===== config.mk =====
export PLATFORM = sky130hd
export DESIGN_NAME = mcr_regs
export DESIGN_NICKNAME = d
export VERILOG_FILES = /design/src/mcr_pkg.sv /design/src/mcr_regs.sv
export SDC_FILE = /design/constraint.sdc
export NUM_CORES = 1
export LEC_CHECK = 0
export BUFFER_PORTS_ARGS = -buffer_cell sky130_fd_sc_hd__buf_2
export CORE_MARGIN = 2
export CORE_UTILIZATION = 53
export CTS_BUF_LIST = sky130_fd_sc_hd__clkbuf_8
export DETAILED_ROUTE_END_ITERATION = 12
export MAX_ROUTING_LAYER = met4
export PLACE_DENSITY = 0.86
export SKIP_LAST_GASP = 1
export SYNTH_ARGS = -nofsm -noshare
export SYNTH_HDL_FRONTEND = slang
export SYNTH_SLANG_ARGS = --single-unit

===== constraint.sdc =====
create_clock -name clk_sys_in -period 3.2 [get_ports clk_sys_in]
set_clock_uncertainty 0.2 [all_clocks]
set_input_delay 0.16 -clock clk_sys_in [delete_from_list [all_inputs] [get_ports clk_sys_in]]
set_output_delay 0.16 -clock clk_sys_in [all_outputs]
set_load 0.02 [all_outputs]

===== src/mcr_pkg.sv =====
// Package of offsets, fields and reset values for the measurement configuration registers
`default_nettype none
package mcr_pkg;
  localparam logic [7:0] MCR_ADDR_LOCAL_OFS = 8'h71;
  localparam logic [7:0] MCR_ADDR_REM2_OFS = 8'h72;
  localparam logic [7:0] MCR_ADDR_CFG2 = 8'h73;
  localparam logic [7:0] MCR_ADDR_CFG1 = 8'h40;
  localparam logic [7:0] MCR_ADDR_CFG4 = 8'h7d;
  localparam logic [7:0] MCR_ADDR_CFG5 = 8'h7c;
  localparam logic [7:0] MCR_ADDR_TACHOMETER_INPUT_ONE_MIN_HI = 8'h55;
  localparam logic [7:0] MCR_RST_OFS = 8'h00;
  localparam logic [7:0] MCR_RST_CFG2 = 8'h00;
  localparam logic [7:0] MCR_RST_CFG1 = 8'h00;
  localparam logic [7:0] MCR_RST_CFG4 = 8'h00;
  localparam logic [7:0] MCR_RST_CFG5 = 8'h00;
  localparam logic [7:0] MCR_RST_TACHOMETER_INPUT_ONE_MIN_HI = 8'hff;
  localparam int MCR_CFG1_LOCK_BIT = 1;
  localparam int MCR_CFG5_RANGE_BIT = 1;
  localparam int MCR_CFG2_DETECT_EN_BIT = 0;
  localparam int MCR_CFG2_FLAG_LO = 1;
  localparam int MCR_CFG2_AVG_OFF_BIT = 4;
  localparam int MCR_CFG2_ATTENUATOR_BYPASS_BIT = 5;
  localparam int MCR_CFG2_SINGLE_BIT = 6;
  localparam int MCR_CFG2_RES_BIT = 7;
  localparam int MCR_SEL_LO = 5;
  localparam logic [7:0] MCR_CFG2_WR_MASK = 8'h71;
  localparam logic [2:0] MCR_CH_REMOTE_ONE = 3'h5;
  localparam logic [2:0] MCR_CH_LOCAL = 3'h6;
  localparam logic [2:0] MCR_CH_REMOTE_TWO = 3'h7;
  localparam logic [3:0] MCR_AVG_SPEEDUP = 4'hf;
endpackage : mcr_pkg
`default_nettype wire


===== src/mcr_regs.sv =====
// Measurement configuration registers with offset application and converter controls
// Operation
// - Add local offset to local readings
// - Add remote two offset to its readings
// - Config five bit one sets offset scaling
// - Lock bit makes offsets read only
// - Detect enable exposes four wire presence bits
// - Flags read one when four-wire fan
// - Averaging disable speeds measurement fifteen times
// - Global bypass removes four input attenuators
// - Config four bits bypass individual attenuators
// - Single channel mode converts one input
// - Tach one high byte selects channel
`timescale 1ns/1ns
`default_nettype none
module mcr_regs
  import mcr_pkg::*;
(
  // Clock and reset
  input wire logic clk_sys_in,
  input wire logic rstn_in,
  // Register port
  input wire logic [7:0] addr_in,
  input wire logic [7:0] wdata_in,
  input wire logic wr_in,
  input wire logic rd_in,
  output logic [7:0] rdata_out,
  // Fan presence sensing per tach input
  input wire logic [2:0] four_wire_sense_in,
  // Raw temperature results from converter, signed degrees
  input wire logic [9:0] local_temp_raw_in,
  input wire logic [9:0] remote_two_temp_raw_in,
  // Corrected temperature results
  output logic [9:0] local_temp_out,
  output logic [9:0] remote_two_temp_out,
  // Converter controls
  output logic averaging_disable_out,
  output logic [3:0] avg_speedup_out,
  output logic [3:0] attenuator_bypass_out,
  output logic single_channel_convert_out,
  output logic [2:0] channel_select_out,
  output logic scan_all_out
);

  typedef struct packed {
    logic [7:0] local_ofs;
    logic [7:0] rem2_ofs;
    logic [7:0] cfg2;
    logic [7:0] cfg1;
    logic [7:0] cfg4;
    logic [7:0] cfg5;
    logic [7:0] tachometer_input_one_hi;
    logic [7:0] rdata;
    logic [9:0] local_t;
    logic [9:0] rem2_t;
  } mcr_state_s;

  mcr_state_s s_q;
  mcr_state_s s_d;

  // Offset scaled by range bit: fine is 0.5 C per lsb, wide is 1 C per lsb
  function automatic logic [9:0] mcr_apply_ofs(input logic [9:0] raw, input logic [7:0] ofs,
                                               input logic wide);
    logic [9:0] ext;
    ext = wide ? {{2{ofs[7]}}, ofs} : {{3{ofs[7]}}, ofs[7:1]};
    return 10'(raw + ext);
  endfunction : mcr_apply_ofs

  // Addresses answered by this bank
  function automatic logic mcr_addr_mapped(input logic [7:0] a);
    return (a == MCR_ADDR_LOCAL_OFS) || (a == MCR_ADDR_REM2_OFS) || (a == MCR_ADDR_CFG2) ||
           (a == MCR_ADDR_CFG1) || (a == MCR_ADDR_CFG4) || (a == MCR_ADDR_CFG5) ||
           (a == MCR_ADDR_TACHOMETER_INPUT_ONE_MIN_HI);
  endfunction : mcr_addr_mapped

  logic lock;
  logic detect_en;
  assign lock = s_q.cfg1[MCR_CFG1_LOCK_BIT];
  assign detect_en = s_q.cfg2[MCR_CFG2_DETECT_EN_BIT];

  always_comb begin
    s_d = s_q;
    if (wr_in) begin
      case (addr_in)
        MCR_ADDR_LOCAL_OFS: if (!lock) s_d.local_ofs = wdata_in;
        MCR_ADDR_REM2_OFS: if (!lock) s_d.rem2_ofs = wdata_in;
        // Flags and reserved bit keep their value
        MCR_ADDR_CFG2: s_d.cfg2 = (wdata_in & MCR_CFG2_WR_MASK) | (s_q.cfg2 & ~MCR_CFG2_WR_MASK);
        MCR_ADDR_CFG1: begin
          s_d.cfg1 = wdata_in;
          // Lock only clears at reset
          s_d.cfg1[MCR_CFG1_LOCK_BIT] = wdata_in[MCR_CFG1_LOCK_BIT] | lock;
        end
        MCR_ADDR_CFG4: s_d.cfg4 = wdata_in;
        MCR_ADDR_CFG5: s_d.cfg5 = wdata_in;
        MCR_ADDR_TACHOMETER_INPUT_ONE_MIN_HI: s_d.tachometer_input_one_hi = wdata_in;
        default: ;
      endcase
    end
    // Flags follow sensing only while detection is on
    s_d.cfg2[MCR_CFG2_FLAG_LO +: 3] = detect_en ? four_wire_sense_in : 3'h0;
    s_d.rdata = 8'h00;
    if (rd_in) begin
      case (addr_in)
        MCR_ADDR_LOCAL_OFS: s_d.rdata = s_q.local_ofs;
        MCR_ADDR_REM2_OFS: s_d.rdata = s_q.rem2_ofs;
        MCR_ADDR_CFG2: s_d.rdata = s_q.cfg2;
        MCR_ADDR_CFG1: s_d.rdata = s_q.cfg1;
        MCR_ADDR_CFG4: s_d.rdata = s_q.cfg4;
        MCR_ADDR_CFG5: s_d.rdata = s_q.cfg5;
        MCR_ADDR_TACHOMETER_INPUT_ONE_MIN_HI: s_d.rdata = s_q.tachometer_input_one_hi;
        default: s_d.rdata = 8'h00;
      endcase
    end
    s_d.local_t = mcr_apply_ofs(local_temp_raw_in, s_q.local_ofs,
                                s_q.cfg5[MCR_CFG5_RANGE_BIT]);
    s_d.rem2_t = mcr_apply_ofs(remote_two_temp_raw_in, s_q.rem2_ofs,
                               s_q.cfg5[MCR_CFG5_RANGE_BIT]);
  end

  always_ff @(posedge clk_sys_in) begin
    if (!rstn_in) begin
      s_q <= '0;
      s_q.local_ofs <= MCR_RST_OFS;
      s_q.rem2_ofs <= MCR_RST_OFS;
      s_q.cfg2 <= MCR_RST_CFG2;
      s_q.cfg1 <= MCR_RST_CFG1;
      s_q.cfg4 <= MCR_RST_CFG4;
      s_q.cfg5 <= MCR_RST_CFG5;
      s_q.tachometer_input_one_hi <= MCR_RST_TACHOMETER_INPUT_ONE_MIN_HI;
    end else begin
      s_q <= s_d;
    end
  end

  assign rdata_out = s_q.rdata;
  assign local_temp_out = s_q.local_t;
  assign remote_two_temp_out = s_q.rem2_t;
  assign averaging_disable_out = s_q.cfg2[MCR_CFG2_AVG_OFF_BIT];
  assign avg_speedup_out = s_q.cfg2[MCR_CFG2_AVG_OFF_BIT] ? MCR_AVG_SPEEDUP : 4'h0;
  // Bit order: 2.5 V, core, 5 V, 12 V
  assign attenuator_bypass_out = {4{s_q.cfg2[MCR_CFG2_ATTENUATOR_BYPASS_BIT]}} | s_q.cfg4[7:4];
  assign single_channel_convert_out = s_q.cfg2[MCR_CFG2_SINGLE_BIT];
  assign channel_select_out = s_q.tachometer_input_one_hi[MCR_SEL_LO +: 3];
  assign scan_all_out = !s_q.cfg2[MCR_CFG2_SINGLE_BIT];

  property p_lock_holds;
    @(posedge clk_sys_in) disable iff (!rstn_in)
      lock && $past(lock) |-> $stable(s_q.local_ofs) && $stable(s_q.rem2_ofs);
  endproperty
  a_lock_holds: assert property (p_lock_holds) else $error("offset changed while locked");

  property p_flags_zero;
    @(posedge clk_sys_in) disable iff (!rstn_in)
      !$past(detect_en) |-> s_q.cfg2[3:1] == 3'h0;
  endproperty
  a_flags_zero: assert property (p_flags_zero) else $error("flags set while off");

  property p_flags_follow;
    @(posedge clk_sys_in) disable iff (!rstn_in)
      rstn_in && detect_en |=> s_q.cfg2[3:1] == $past(four_wire_sense_in);
  endproperty
  a_flags_follow: assert property (p_flags_follow) else $error("flags miss sense");

  property p_local_ofs;
    @(posedge clk_sys_in) disable iff (!rstn_in)
      rstn_in && s_q.cfg5[1] && $stable(s_q.local_ofs) |=>
        local_temp_out == 10'($past(local_temp_raw_in) + {{2{$past(s_q.local_ofs[7])}},
                                                          $past(s_q.local_ofs)});
  endproperty
  a_local_ofs: assert property (p_local_ofs) else $error("local offset wrong");

  property p_rem2_ofs;
    @(posedge clk_sys_in) disable iff (!rstn_in)
      rstn_in && !s_q.cfg5[1] |=> remote_two_temp_out == 10'($past(remote_two_temp_raw_in) +
        {{3{$past(s_q.rem2_ofs[7])}}, $past(s_q.rem2_ofs[7:1])});
  endproperty
  a_rem2_ofs: assert property (p_rem2_ofs) else $error("remote two offset wrong");

  property p_attenuator_bypass;
    @(posedge clk_sys_in) disable iff (!rstn_in)
      s_q.cfg2[5] |-> attenuator_bypass_out == 4'hf;
  endproperty
  a_attenuator_bypass: assert property (p_attenuator_bypass) else $error("global bypass missed");

  property p_attenuator_bypass_ind;
    @(posedge clk_sys_in) disable iff (!rstn_in)
      (attenuator_bypass_out & ~s_q.cfg4[7:4]) != 4'h0 |-> s_q.cfg2[5];
  endproperty
  a_attenuator_bypass_ind: assert property (p_attenuator_bypass_ind) else $error("bypass without cause");

  property p_single;
    @(posedge clk_sys_in) disable iff (!rstn_in)
      wr_in && addr_in == MCR_ADDR_CFG2 |=> single_channel_convert_out == $past(wdata_in[6])
        && averaging_disable_out == $past(wdata_in[4]);
  endproperty
  a_single: assert property (p_single) else $error("mode bits not written");

  property p_sel;
    @(posedge clk_sys_in) disable iff (!rstn_in)
      wr_in && addr_in == MCR_ADDR_TACHOMETER_INPUT_ONE_MIN_HI |=> channel_select_out == $past(wdata_in[7:5]);
  endproperty
  a_sel: assert property (p_sel) else $error("channel select wrong");

  property p_lock_sticky;
    @(posedge clk_sys_in) disable iff (!rstn_in)
      rstn_in && lock |=> lock;
  endproperty
  a_lock_sticky: assert property (p_lock_sticky) else $error("lock cleared");

  property p_local_wr;
    @(posedge clk_sys_in) disable iff (!rstn_in)
      rstn_in && !lock && wr_in && addr_in == MCR_ADDR_LOCAL_OFS |=>
        s_q.local_ofs == $past(wdata_in);
  endproperty
  a_local_wr: assert property (p_local_wr) else $error("local write lost");

  property p_local_locked;
    @(posedge clk_sys_in) disable iff (!rstn_in)
      rstn_in && lock && wr_in && addr_in == MCR_ADDR_LOCAL_OFS |=>
        $stable(s_q.local_ofs);
  endproperty
  a_local_locked: assert property (p_local_locked) else $error("local write taken");

  property p_rem2_wr;
    @(posedge clk_sys_in) disable iff (!rstn_in)
      rstn_in && !lock && wr_in && addr_in == MCR_ADDR_REM2_OFS |=>
        s_q.rem2_ofs == $past(wdata_in);
  endproperty
  a_rem2_wr: assert property (p_rem2_wr) else $error("remote two write lost");

  property p_rem2_locked;
    @(posedge clk_sys_in) disable iff (!rstn_in)
      rstn_in && lock && wr_in && addr_in == MCR_ADDR_REM2_OFS |=>
        $stable(s_q.rem2_ofs);
  endproperty
  a_rem2_locked: assert property (p_rem2_locked) else $error("remote two write taken");

  property p_local_hold;
    @(posedge clk_sys_in) disable iff (!rstn_in)
      rstn_in && !(wr_in && addr_in == MCR_ADDR_LOCAL_OFS) |=>
        $stable(s_q.local_ofs);
  endproperty
  a_local_hold: assert property (p_local_hold) else $error("local offset drift");

  property p_rdata_idle;
    @(posedge clk_sys_in) disable iff (!rstn_in)
      rstn_in && !rd_in |=> rdata_out == 8'h00;
  endproperty
  a_rdata_idle: assert property (p_rdata_idle) else $error("read data not idle");

  property p_rd_cfg2;
    @(posedge clk_sys_in) disable iff (!rstn_in)
      rstn_in && rd_in && addr_in == MCR_ADDR_CFG2 |=> rdata_out == $past(s_q.cfg2);
  endproperty
  a_rd_cfg2: assert property (p_rd_cfg2) else $error("config read wrong");

  property p_rd_local;
    @(posedge clk_sys_in) disable iff (!rstn_in)
      rstn_in && rd_in && addr_in == MCR_ADDR_LOCAL_OFS |=>
        rdata_out == $past(s_q.local_ofs);
  endproperty
  a_rd_local: assert property (p_rd_local) else $error("local read wrong");

  property p_rd_rem2;
    @(posedge clk_sys_in) disable iff (!rstn_in)
      rstn_in && rd_in && addr_in == MCR_ADDR_REM2_OFS |=>
        rdata_out == $past(s_q.rem2_ofs);
  endproperty
  a_rd_rem2: assert property (p_rd_rem2) else $error("remote two read wrong");

  property p_rd_unmapped;
    @(posedge clk_sys_in) disable iff (!rstn_in)
      rstn_in && rd_in && !mcr_addr_mapped(addr_in) |=> rdata_out == 8'h00;
  endproperty
  a_rd_unmapped: assert property (p_rd_unmapped) else $error("unmapped read not zero");

  property p_wr_unmapped;
    @(posedge clk_sys_in) disable iff (!rstn_in)
      rstn_in && wr_in && !mcr_addr_mapped(addr_in) |=>
        $stable({s_q.local_ofs, s_q.rem2_ofs, s_q.cfg1, s_q.cfg4, s_q.cfg5, s_q.tachometer_input_one_hi});
  endproperty
  a_wr_unmapped: assert property (p_wr_unmapped) else $error("unmapped write landed");

  property p_flags_off_now;
    @(posedge clk_sys_in) disable iff (!rstn_in)
      rstn_in && !detect_en |=> s_q.cfg2[3:1] == 3'h0;
  endproperty
  a_flags_off_now: assert property (p_flags_off_now) else $error("flags not cleared");

  property p_speedup_on;
    @(posedge clk_sys_in) disable iff (!rstn_in)
      averaging_disable_out |-> avg_speedup_out == MCR_AVG_SPEEDUP;
  endproperty
  a_speedup_on: assert property (p_speedup_on) else $error("speedup missing");

  property p_speedup_off;
    @(posedge clk_sys_in) disable iff (!rstn_in)
      !averaging_disable_out |-> avg_speedup_out == 4'h0;
  endproperty
  a_speedup_off: assert property (p_speedup_off) else $error("speedup while averaging");

  property p_scan_all;
    @(posedge clk_sys_in) disable iff (!rstn_in)
      scan_all_out == !single_channel_convert_out;
  endproperty
  a_scan_all: assert property (p_scan_all) else $error("scan mode mismatch");

  property p_attenuator_bypass_off;
    @(posedge clk_sys_in) disable iff (!rstn_in)
      !s_q.cfg2[5] |-> attenuator_bypass_out == s_q.cfg4[7:4];
  endproperty
  a_attenuator_bypass_off: assert property (p_attenuator_bypass_off) else $error("per channel bypass wrong");

  property p_local_half;
    @(posedge clk_sys_in) disable iff (!rstn_in)
      rstn_in && !s_q.cfg5[1] |=> local_temp_out == 10'($past(local_temp_raw_in) +
        {{3{$past(s_q.local_ofs[7])}}, $past(s_q.local_ofs[7:1])});
  endproperty
  a_local_half: assert property (p_local_half) else $error("local half offset wrong");

  property p_rem2_full;
    @(posedge clk_sys_in) disable iff (!rstn_in)
      rstn_in && s_q.cfg5[1] |=> remote_two_temp_out == 10'($past(remote_two_temp_raw_in) +
        {{2{$past(s_q.rem2_ofs[7])}}, $past(s_q.rem2_ofs)});
  endproperty
  a_rem2_full: assert property (p_rem2_full) else $error("remote two full wrong");

  property p_sel_hold;
    @(posedge clk_sys_in) disable iff (!rstn_in)
      rstn_in && !(wr_in && addr_in == MCR_ADDR_TACHOMETER_INPUT_ONE_MIN_HI) |=>
        $stable(channel_select_out);
  endproperty
  a_sel_hold: assert property (p_sel_hold) else $error("channel select drift");

  property p_mode_hold;
    @(posedge clk_sys_in) disable iff (!rstn_in)
      rstn_in && !(wr_in && addr_in == MCR_ADDR_CFG2) |=>
        $stable(single_channel_convert_out) && $stable(averaging_disable_out);
  endproperty
  a_mode_hold: assert property (p_mode_hold) else $error("mode bits drift");

  property p_cfg5_wr;
    @(posedge clk_sys_in) disable iff (!rstn_in)
      rstn_in && wr_in && addr_in == MCR_ADDR_CFG5 |=> s_q.cfg5 == $past(wdata_in);
  endproperty
  a_cfg5_wr: assert property (p_cfg5_wr) else $error("range write lost");

endmodule : mcr_regs
`default_nettype wire


==> results.json, run 1 <==
{
  "status": "complete, no violations",
  "fin_crit_sh_pct": 87.6,
  "wl_um": 10800,
  "hold_viol_final": 0,
  "cp.required_ns": 3.26,
  "cp_num_buf_inv": 1,
  "arrival_ns": 2.87,
  "max-vdd-ir-drop_v": 0.000327,
  "final_util_pct": 61.4,
  "leakagePower_nw": 2.16,
  "synth_area_per_cell_um2": 8.98,
  "ys_seq_elements": 83,
  "gp_congestion": 0.896,
  "yosys.area.top_type": "dfxtp_1",
  "post-route-drc-count": 0,
  "die_x_um": 96.8,
  "wl_per_cell_um": 16.1,
  "clk_latency_ns": 0.36,
  "grtUsageTotal_pct": 23.7,
  "synth_seq_area_share_pct": 36.4,
  "row_count": 33,
  "min_period_ns": 2.80,
  "die_area_um2": 9370,
  "power_mw": 1.99,
  "critical_path_class": "reg2reg",
  "crit_chain": "mux2i_1 > inv_1 > ha_1 > a21oi_1 > o2111ai_1 > a211oi_1 > o21ai_0 > and3b_1",
  "cts.sink_count": 83,
  "stdcell_count": 673,
  "hpwl_um": 7730,
  "num_vias": 3911,
  "cts.htree.levels": 3,
  "diodes": 0,
  "slowest_delay_ns": 0.70,
  "cts_made_buffers": 9,
  "cts_setup_buffers": 0,
  "drtIter0Drc": 418,
  "synth_cell_types": 53,
  "cts_buffer_depth": 2,
  "netlist_area_um2": 4560,
  "area_growth_pct": 11.6,
  "cp-end-kind": "flop",
  "die_h_um": 96.8,
  "placement.io_buffers": 84,
  "place_ws_ns": 0.402,
  "cts_tree": "done",
  "antenna_found_initial": 0,
  "grt_pass1_wl_um": 17700,
  "slew_viol_final": 0,
  "io_pins": 85,
  "holdCritPathClass": "in2reg",
  "worst_path_max_delay_cell": "dfxtp_1",
  "core_area_um2": 8300,
  "synth_edf_count": 0,
  "relSlewSlack_pct": 46.9,
  "grt_max_degree": 51,
  "synth.top_cell.area_share_pct": 36.4,
  "drv_cap": 0,
  "cts_resized": 0,
  "drive_gt1_share_pct": 25.4,
  "nets": 626,
  "power_density_nw_per_um2": 390,
  "ys.warnings.count": 0,
  "tightestPinTransition_ns": 0.793,
  "setup_viol_count_final": 0,
  "ant_nets": 0,
  "tns_ns": 0,
  "synthTopCellsByCount": "dfxtp_1 (83), nand2_1 (73), nand3_1 (60), buf_4 (40), a21boi_0 (24)",
  "start_util_pct": 55.0,
  "dr.pass1.iters": 8,
  "critPathMaxFanout": 15,
  "overflow": 0,
  "dp_cells": 642,
  "synthFlopType": "dfxtp_1",
  "async_flop_share_pct": 0,
  "clkSlewWorstSetupHoldPaths_ns": 0.08,
  "setup_slack_ns": 0.396,
  "fmax_mhz": 357,
  "via_per_inst": 5.81,
  "synth_nets": 571,
  "root_buffer": "clkbuf_8",
  "yosysMostFrequentCell": "dfxtp_1",
  "start_kind": "flop",
  "synth_cells": 508,
  "path_delay_family": "compound AO/OA/AOI/OAI gates",
  "grt_setup_unrepaired": "no",
  "grt_pass1_vias": 3631,
  "synthTopCellsByArea": "dfxtp_1 (36%), buf_4 (6.6%), nand3_1 (6.6%)"
}
-- layer usage --
metal,wire (µm),global-route usage (%),vias to the layer above,part of all wire (%)
li1,-,-,1892,-
met1,4600,31.1,1821,42
met2,5000,36.6,185,46
met3,1090,6.07,13,10
met4,143,6.28,0,1.3
met5,0,-,-,0
-- worst paths after layout --
kind                             startpoint                     end  cells after the start  slack [ns]
hold reg to reg                     s_q[46]                 s_q[46]                      2        0.26
hold / removal    remote_two_temp_raw_in[1]  remote_two_temp_out[1]                      4        0.01
setup reg to reg                    s_q[37]  remote_two_temp_out[9]                      8        0.40
setup / recovery                    s_q[37]  remote_two_temp_out[9]                      8        0.40
-- final cells by class --
class	instances	area (µm²)
Clock buffer	9	124
Clock inverter	7	68.8
Fill cell	714	3210
Inverter	13	48.8
Multi-Input combinational cell	350	2430
Sequential cell	83	1660
Tap cell	105	131
Timing Repair Buffer	106	623
-- flip-flops by register name, summed over array words and instances, names as in the netlist, 3 cells and up --
name,count
channel_select_out,3
local_temp_out,10
rdata_out,8
remote_two_temp_out,10
s_q,48
-- cell families (layout without fill, tap and decap cells) --
kind of cell    count (synthesis)  in the layout  share of synthesized area (%)
flops                          83             83                           36.4
simple gates                  198            198                           23.1
buf+inv                        75            135                           10.2
mux                            22             22                           5.27
compound gates                101            101                           17.5
xor+xnor                        9              9                           1.73
fa+ha+maj                      20             20                           5.81
-- report_power, final --
part	total, mW	internal [mW]	switching, mW	leakage (nW)
logic	0.190	0.0803	0.110	1.39
registers	1.05	1.05	0.00340	0.674
clock network	0.748	0.357	0.390	0.0950
total	1.99	1.48	0.504	2.16
-- worst min-delay path, stage by stage --
cell and delay, ns:
buf_2 0.11, inv_1 0.07, fa_1 0.16, nor2b_1 0.04
-- placed cells by master (no fill, tap or decap), drive strengths merged, types with 9 or more instances in the layout --
master / n
ha: 18
clkbuf: 9
buf: 91
dlygate4sd3: 15
a21oi: 15
nand2: 73
mux2: 16
dfxtp: 83
a21boi: 43
nor2b: 9
nand3: 60
inv: 13
a222oi: 12
-- timing repair --
action / 4_1_cts / 5_1_grt
endpoints found under the hold margin: 64 / 0
setup endpoints to repair: 0 / 0
hold buffers: 15 / 0
-- metrics by stage --
stage	cell area, µm²	hold slack (ns)
finish	5090	0.0145
global placement	4750	0.208
CTS	5090	0.0108
detailed placement	4750	0.211
global route	5090	0.0446
floorplan	4560	0.105
Power figures use the tool's default switching activity.
==> inputs of run 2 (changes only) <==
--- a/config.mk
+++ b/config.mk
@@ -5,13 +5,14 @@
 export SDC_FILE = /design/constraint.sdc
 export NUM_CORES = 1
 export LEC_CHECK = 0
+export ABC_AREA = 1
 export BUFFER_PORTS_ARGS = -buffer_cell sky130_fd_sc_hd__buf_2
 export CORE_MARGIN = 2
 export CORE_UTILIZATION = 53
 export CTS_BUF_LIST = sky130_fd_sc_hd__clkbuf_8
 export DETAILED_ROUTE_END_ITERATION = 12
 export MAX_ROUTING_LAYER = met4
-export PLACE_DENSITY = 0.86
+export PLACE_DENSITY = 0.85
 export SKIP_LAST_GASP = 1
 export SYNTH_ARGS = -nofsm -noshare
 export SYNTH_HDL_FRONTEND = slang
==> run 2 against run 1 <==
Against the previous run: combinational power up 13%; non-clock buffer count is 3 lower; total power grew 1.5%; routed wire length up 8.6%; critical path depth is 1 higher; design area grew 3.8%; register-to-register slack gained 0.17 ns; critical path type unchanged.
==> results.json, run 2 <==
{
  "num_vias": 4610,
  "r2r_slack_ns": 0.56,
  "synthTopCellsByArea": "dfxtp_1 (35%), nand2_1 (13%), a21oi_1 (7.0%)",
  "synth_cells": 689,
  "area_growth_pct": 11.0,
  "via_per_inst": 5.37,
  "fmax_mhz": 379,
  "placement.io_buffers": 84,
  "hold_depth": 3,
  "cp.required_ns": 3.26,
  "dr.pass1.iters": 7,
  "die_h_um": 98.8,
  "antenna_found_initial": 0,
  "yosysMostFrequentCell": "nand2_1",
  "power_density_nw_per_um2": 382,
  "nets": 809,
  "synth.top_cell.area_share_pct": 34.9,
  "grt_setup_unrepaired": "no",
  "ys_seq_elements": 83,
  "max-vdd-ir-drop_v": 0.000276,
  "largest_register_ffs": 48,
  "slew_viol_final": 0,
  "grt_max_degree": 33,
  "grt_pass1_wl_um": 19300,
  "final_common_cell": "nand2_1",
  "diodes": 0,
  "gp_congestion": 0.944,
  "regArea_um2": 1660,
  "worst_path_max_delay_cell": "dfxtp_1",
  "cts_tree": "done",
  "cp-end-kind": "flop",
  "ant_nets": 0,
  "min_period_ns": 2.64,
  "drtIter0Drc": 350,
  "wl_per_cell_um": 13.7,
  "core_area_um2": 8720,
  "timing.rr.start": "s_q[37]",
  "async_flop_share_pct": 0,
  "top_register": "s_q",
  "r2r-end": "local_temp_out[8]",
  "final_cell_mix": "nand2_1 (159), buf_2 (84), dfxtp_1 (83)",
  "row_count": 34,
  "final_util_pct": 60.6,
  "io_pins": 85,
  "cts_made_buffers": 9,
  "synth_edf_count": 0,
  "synth_area_per_cell_um2": 6.91,
  "drive_gt1_share_pct": 18.1,
  "start_util_pct": 54.6,
  "cts.htree.levels": 3,
  "crit_chain": "nand2_1 > o21ai_0 > ha_1 > inv_1 > fa_1 > o21ai_0 > nand3_1 > a21oi_1 > nor2_1",
  "post-route-drc-count": 0,
  "wl_um": 11800,
  "fin_crit_sh_pct": 82.4,
  "fillers": 761,
  "drv_cap": 0,
  "setup_viol_count_final": 0,
  "holdCritPathClass": "in2reg",
  "cts.sink_count": 83,
  "hold_viol_final": 0,
  "ff2ff_path_depth": 9,
  "netlist_area_um2": 4760,
  "slowest_delay_ns": 0.69,
  "tns_ns": 0,
  "arrival_ns": 2.70,
  "yosys.area.top_type": "dfxtp_1",
  "synth_seq_area_share_pct": 34.9,
  "hpwl_um": 8600,
  "synthFlopType": "dfxtp_1",
  "overflow": 0,
  "critical_path_class": "reg2reg",
  "clkSlewWorstSetupHoldPaths_ns": 0.09,
  "synth_cell_types": 29,
  "cpMostUsedCell": "o21ai_0",
  "ys.warnings.count": 0,
  "status": "complete, no violations",
  "cts_resized": 0,
  "synthTopCellsByCount": "nand2_1 (159), dfxtp_1 (83), inv_1 (77), a21oi_1 (67)",
  "die_area_um2": 9760,
  "cts_buffer_depth": 2,
  "leakagePower_nw": 2.61,
  "clk_latency_ns": 0.36,
  "multi_input_area_um2": 2380,
  "relSlewSlack_pct": 60.7,
  "hold_end": "local_temp_out[4]",
  "tightestPinTransition_ns": 0.586,
  "grt_pass1_vias": 4273,
  "synth_nets": 752,
  "root_buffer": "clkbuf_8",
  "min_from": "local_temp_raw_in[4]",
  "die_x_um": 98.8,
  "grtUsageTotal_pct": 24.9,
  "start_kind": "flop",
  "critPathMaxFanout": 21
}
## run 2: changes by cell type after synthesis, sizes merged, moves of 9 or more
cell	change
a21oi	+52
nand2	+92
o21ai	+47
mux2	-16
inv	+69
nand3	+9
a21boi	-43
a222oi	-12
nor2b	-9
nor2	+72
## run 2: layer usage
layer	share of wire (%)	global-route usage [%]	wire (µm)	vias to the layer above
met5	0	-	0	-
met4	3.5	11.6	408	0
met3	7.1	3.76	839	43
met2	47	40.3	5470	228
met1	43	30.7	5050	2056
li1	-	-	-	2283
## run 2: logic make-up after synthesis
logic type,count (synthesis),synth area share (%)
xor+xnor,2,0.368
simple gates,315,29.5
compound gates,128,14.5
flops,83,34.9
fa+ha+maj,20,5.57
buf+inv,141,15.2
## run 2: repair_timing
item | 4_1_cts | 5_1_grt
endpoints found under the hold margin | 44 | 0
hold buffers | 16 | 0
setup buffers | 0 | 0
## run 2: metrics by stage
| stage | hold slack, ns | total power, mW | instances | area [µm²] | worst slack (ns) |
|---|---|---|---|---|---|
| after floorplan | 0.0722 | 1.21 | 689 | 4760 | 0.666 |
| after global placement | 0.189 | 1.27 | 827 | 4930 | 0.699 |
| after detailed placement | 0.187 | 1.27 | 827 | 4930 | 0.600 |
| after CTS | 0.00740 | 2.02 | 858 | 5280 | 0.586 |
| after global routing | 0.0345 | 2.08 | 858 | 5280 | 0.296 |
| final | 0.0111 | 2.02 | 858 | 5280 | 0.564 |
## run 2: worst max-delay path, delay by kind of cell, from the launching register on
family          cells  cell delay (ns)
compound gates      3             0.65
flops               1             0.69
simple gates        3             0.31
buf+inv             1             0.07
fa+ha+maj           2             0.62
## run 2: worst max-delay path by stage
stage	from	to	slack [ns]	cells after the start
finish	s_q[37]	local_temp_out[8]	0.56	9
global route	s_q[37]	local_temp_out[8]	0.30	10
CTS	s_q[37]	local_temp_out[8]	0.59	9
detailed placement	s_q[37]	local_temp_out[8]	0.60	9
global placement	s_q[37]	local_temp_out[8]	0.70	9
floorplan	s_q[37]	local_temp_out[8]	0.67	11
## run 2: layout make-up
class / instances / area share (%)
Clock buffer: 10 / 2.60
Timing Repair Buffer: 103 / 11.4
Sequential cell: 83 / 31.4
Clock inverter: 5 / 1.04
Tap cell: 108 / 2.56
Inverter: 84 / 5.97
Multi-Input combinational cell: 465 / 45.0
## run 2: report_power, final
group | internal (mW) | switching [mW]
combinational | 0.0747 | 0.139
clock | 0.375 | 0.376
sequential | 1.05 | 0.00424
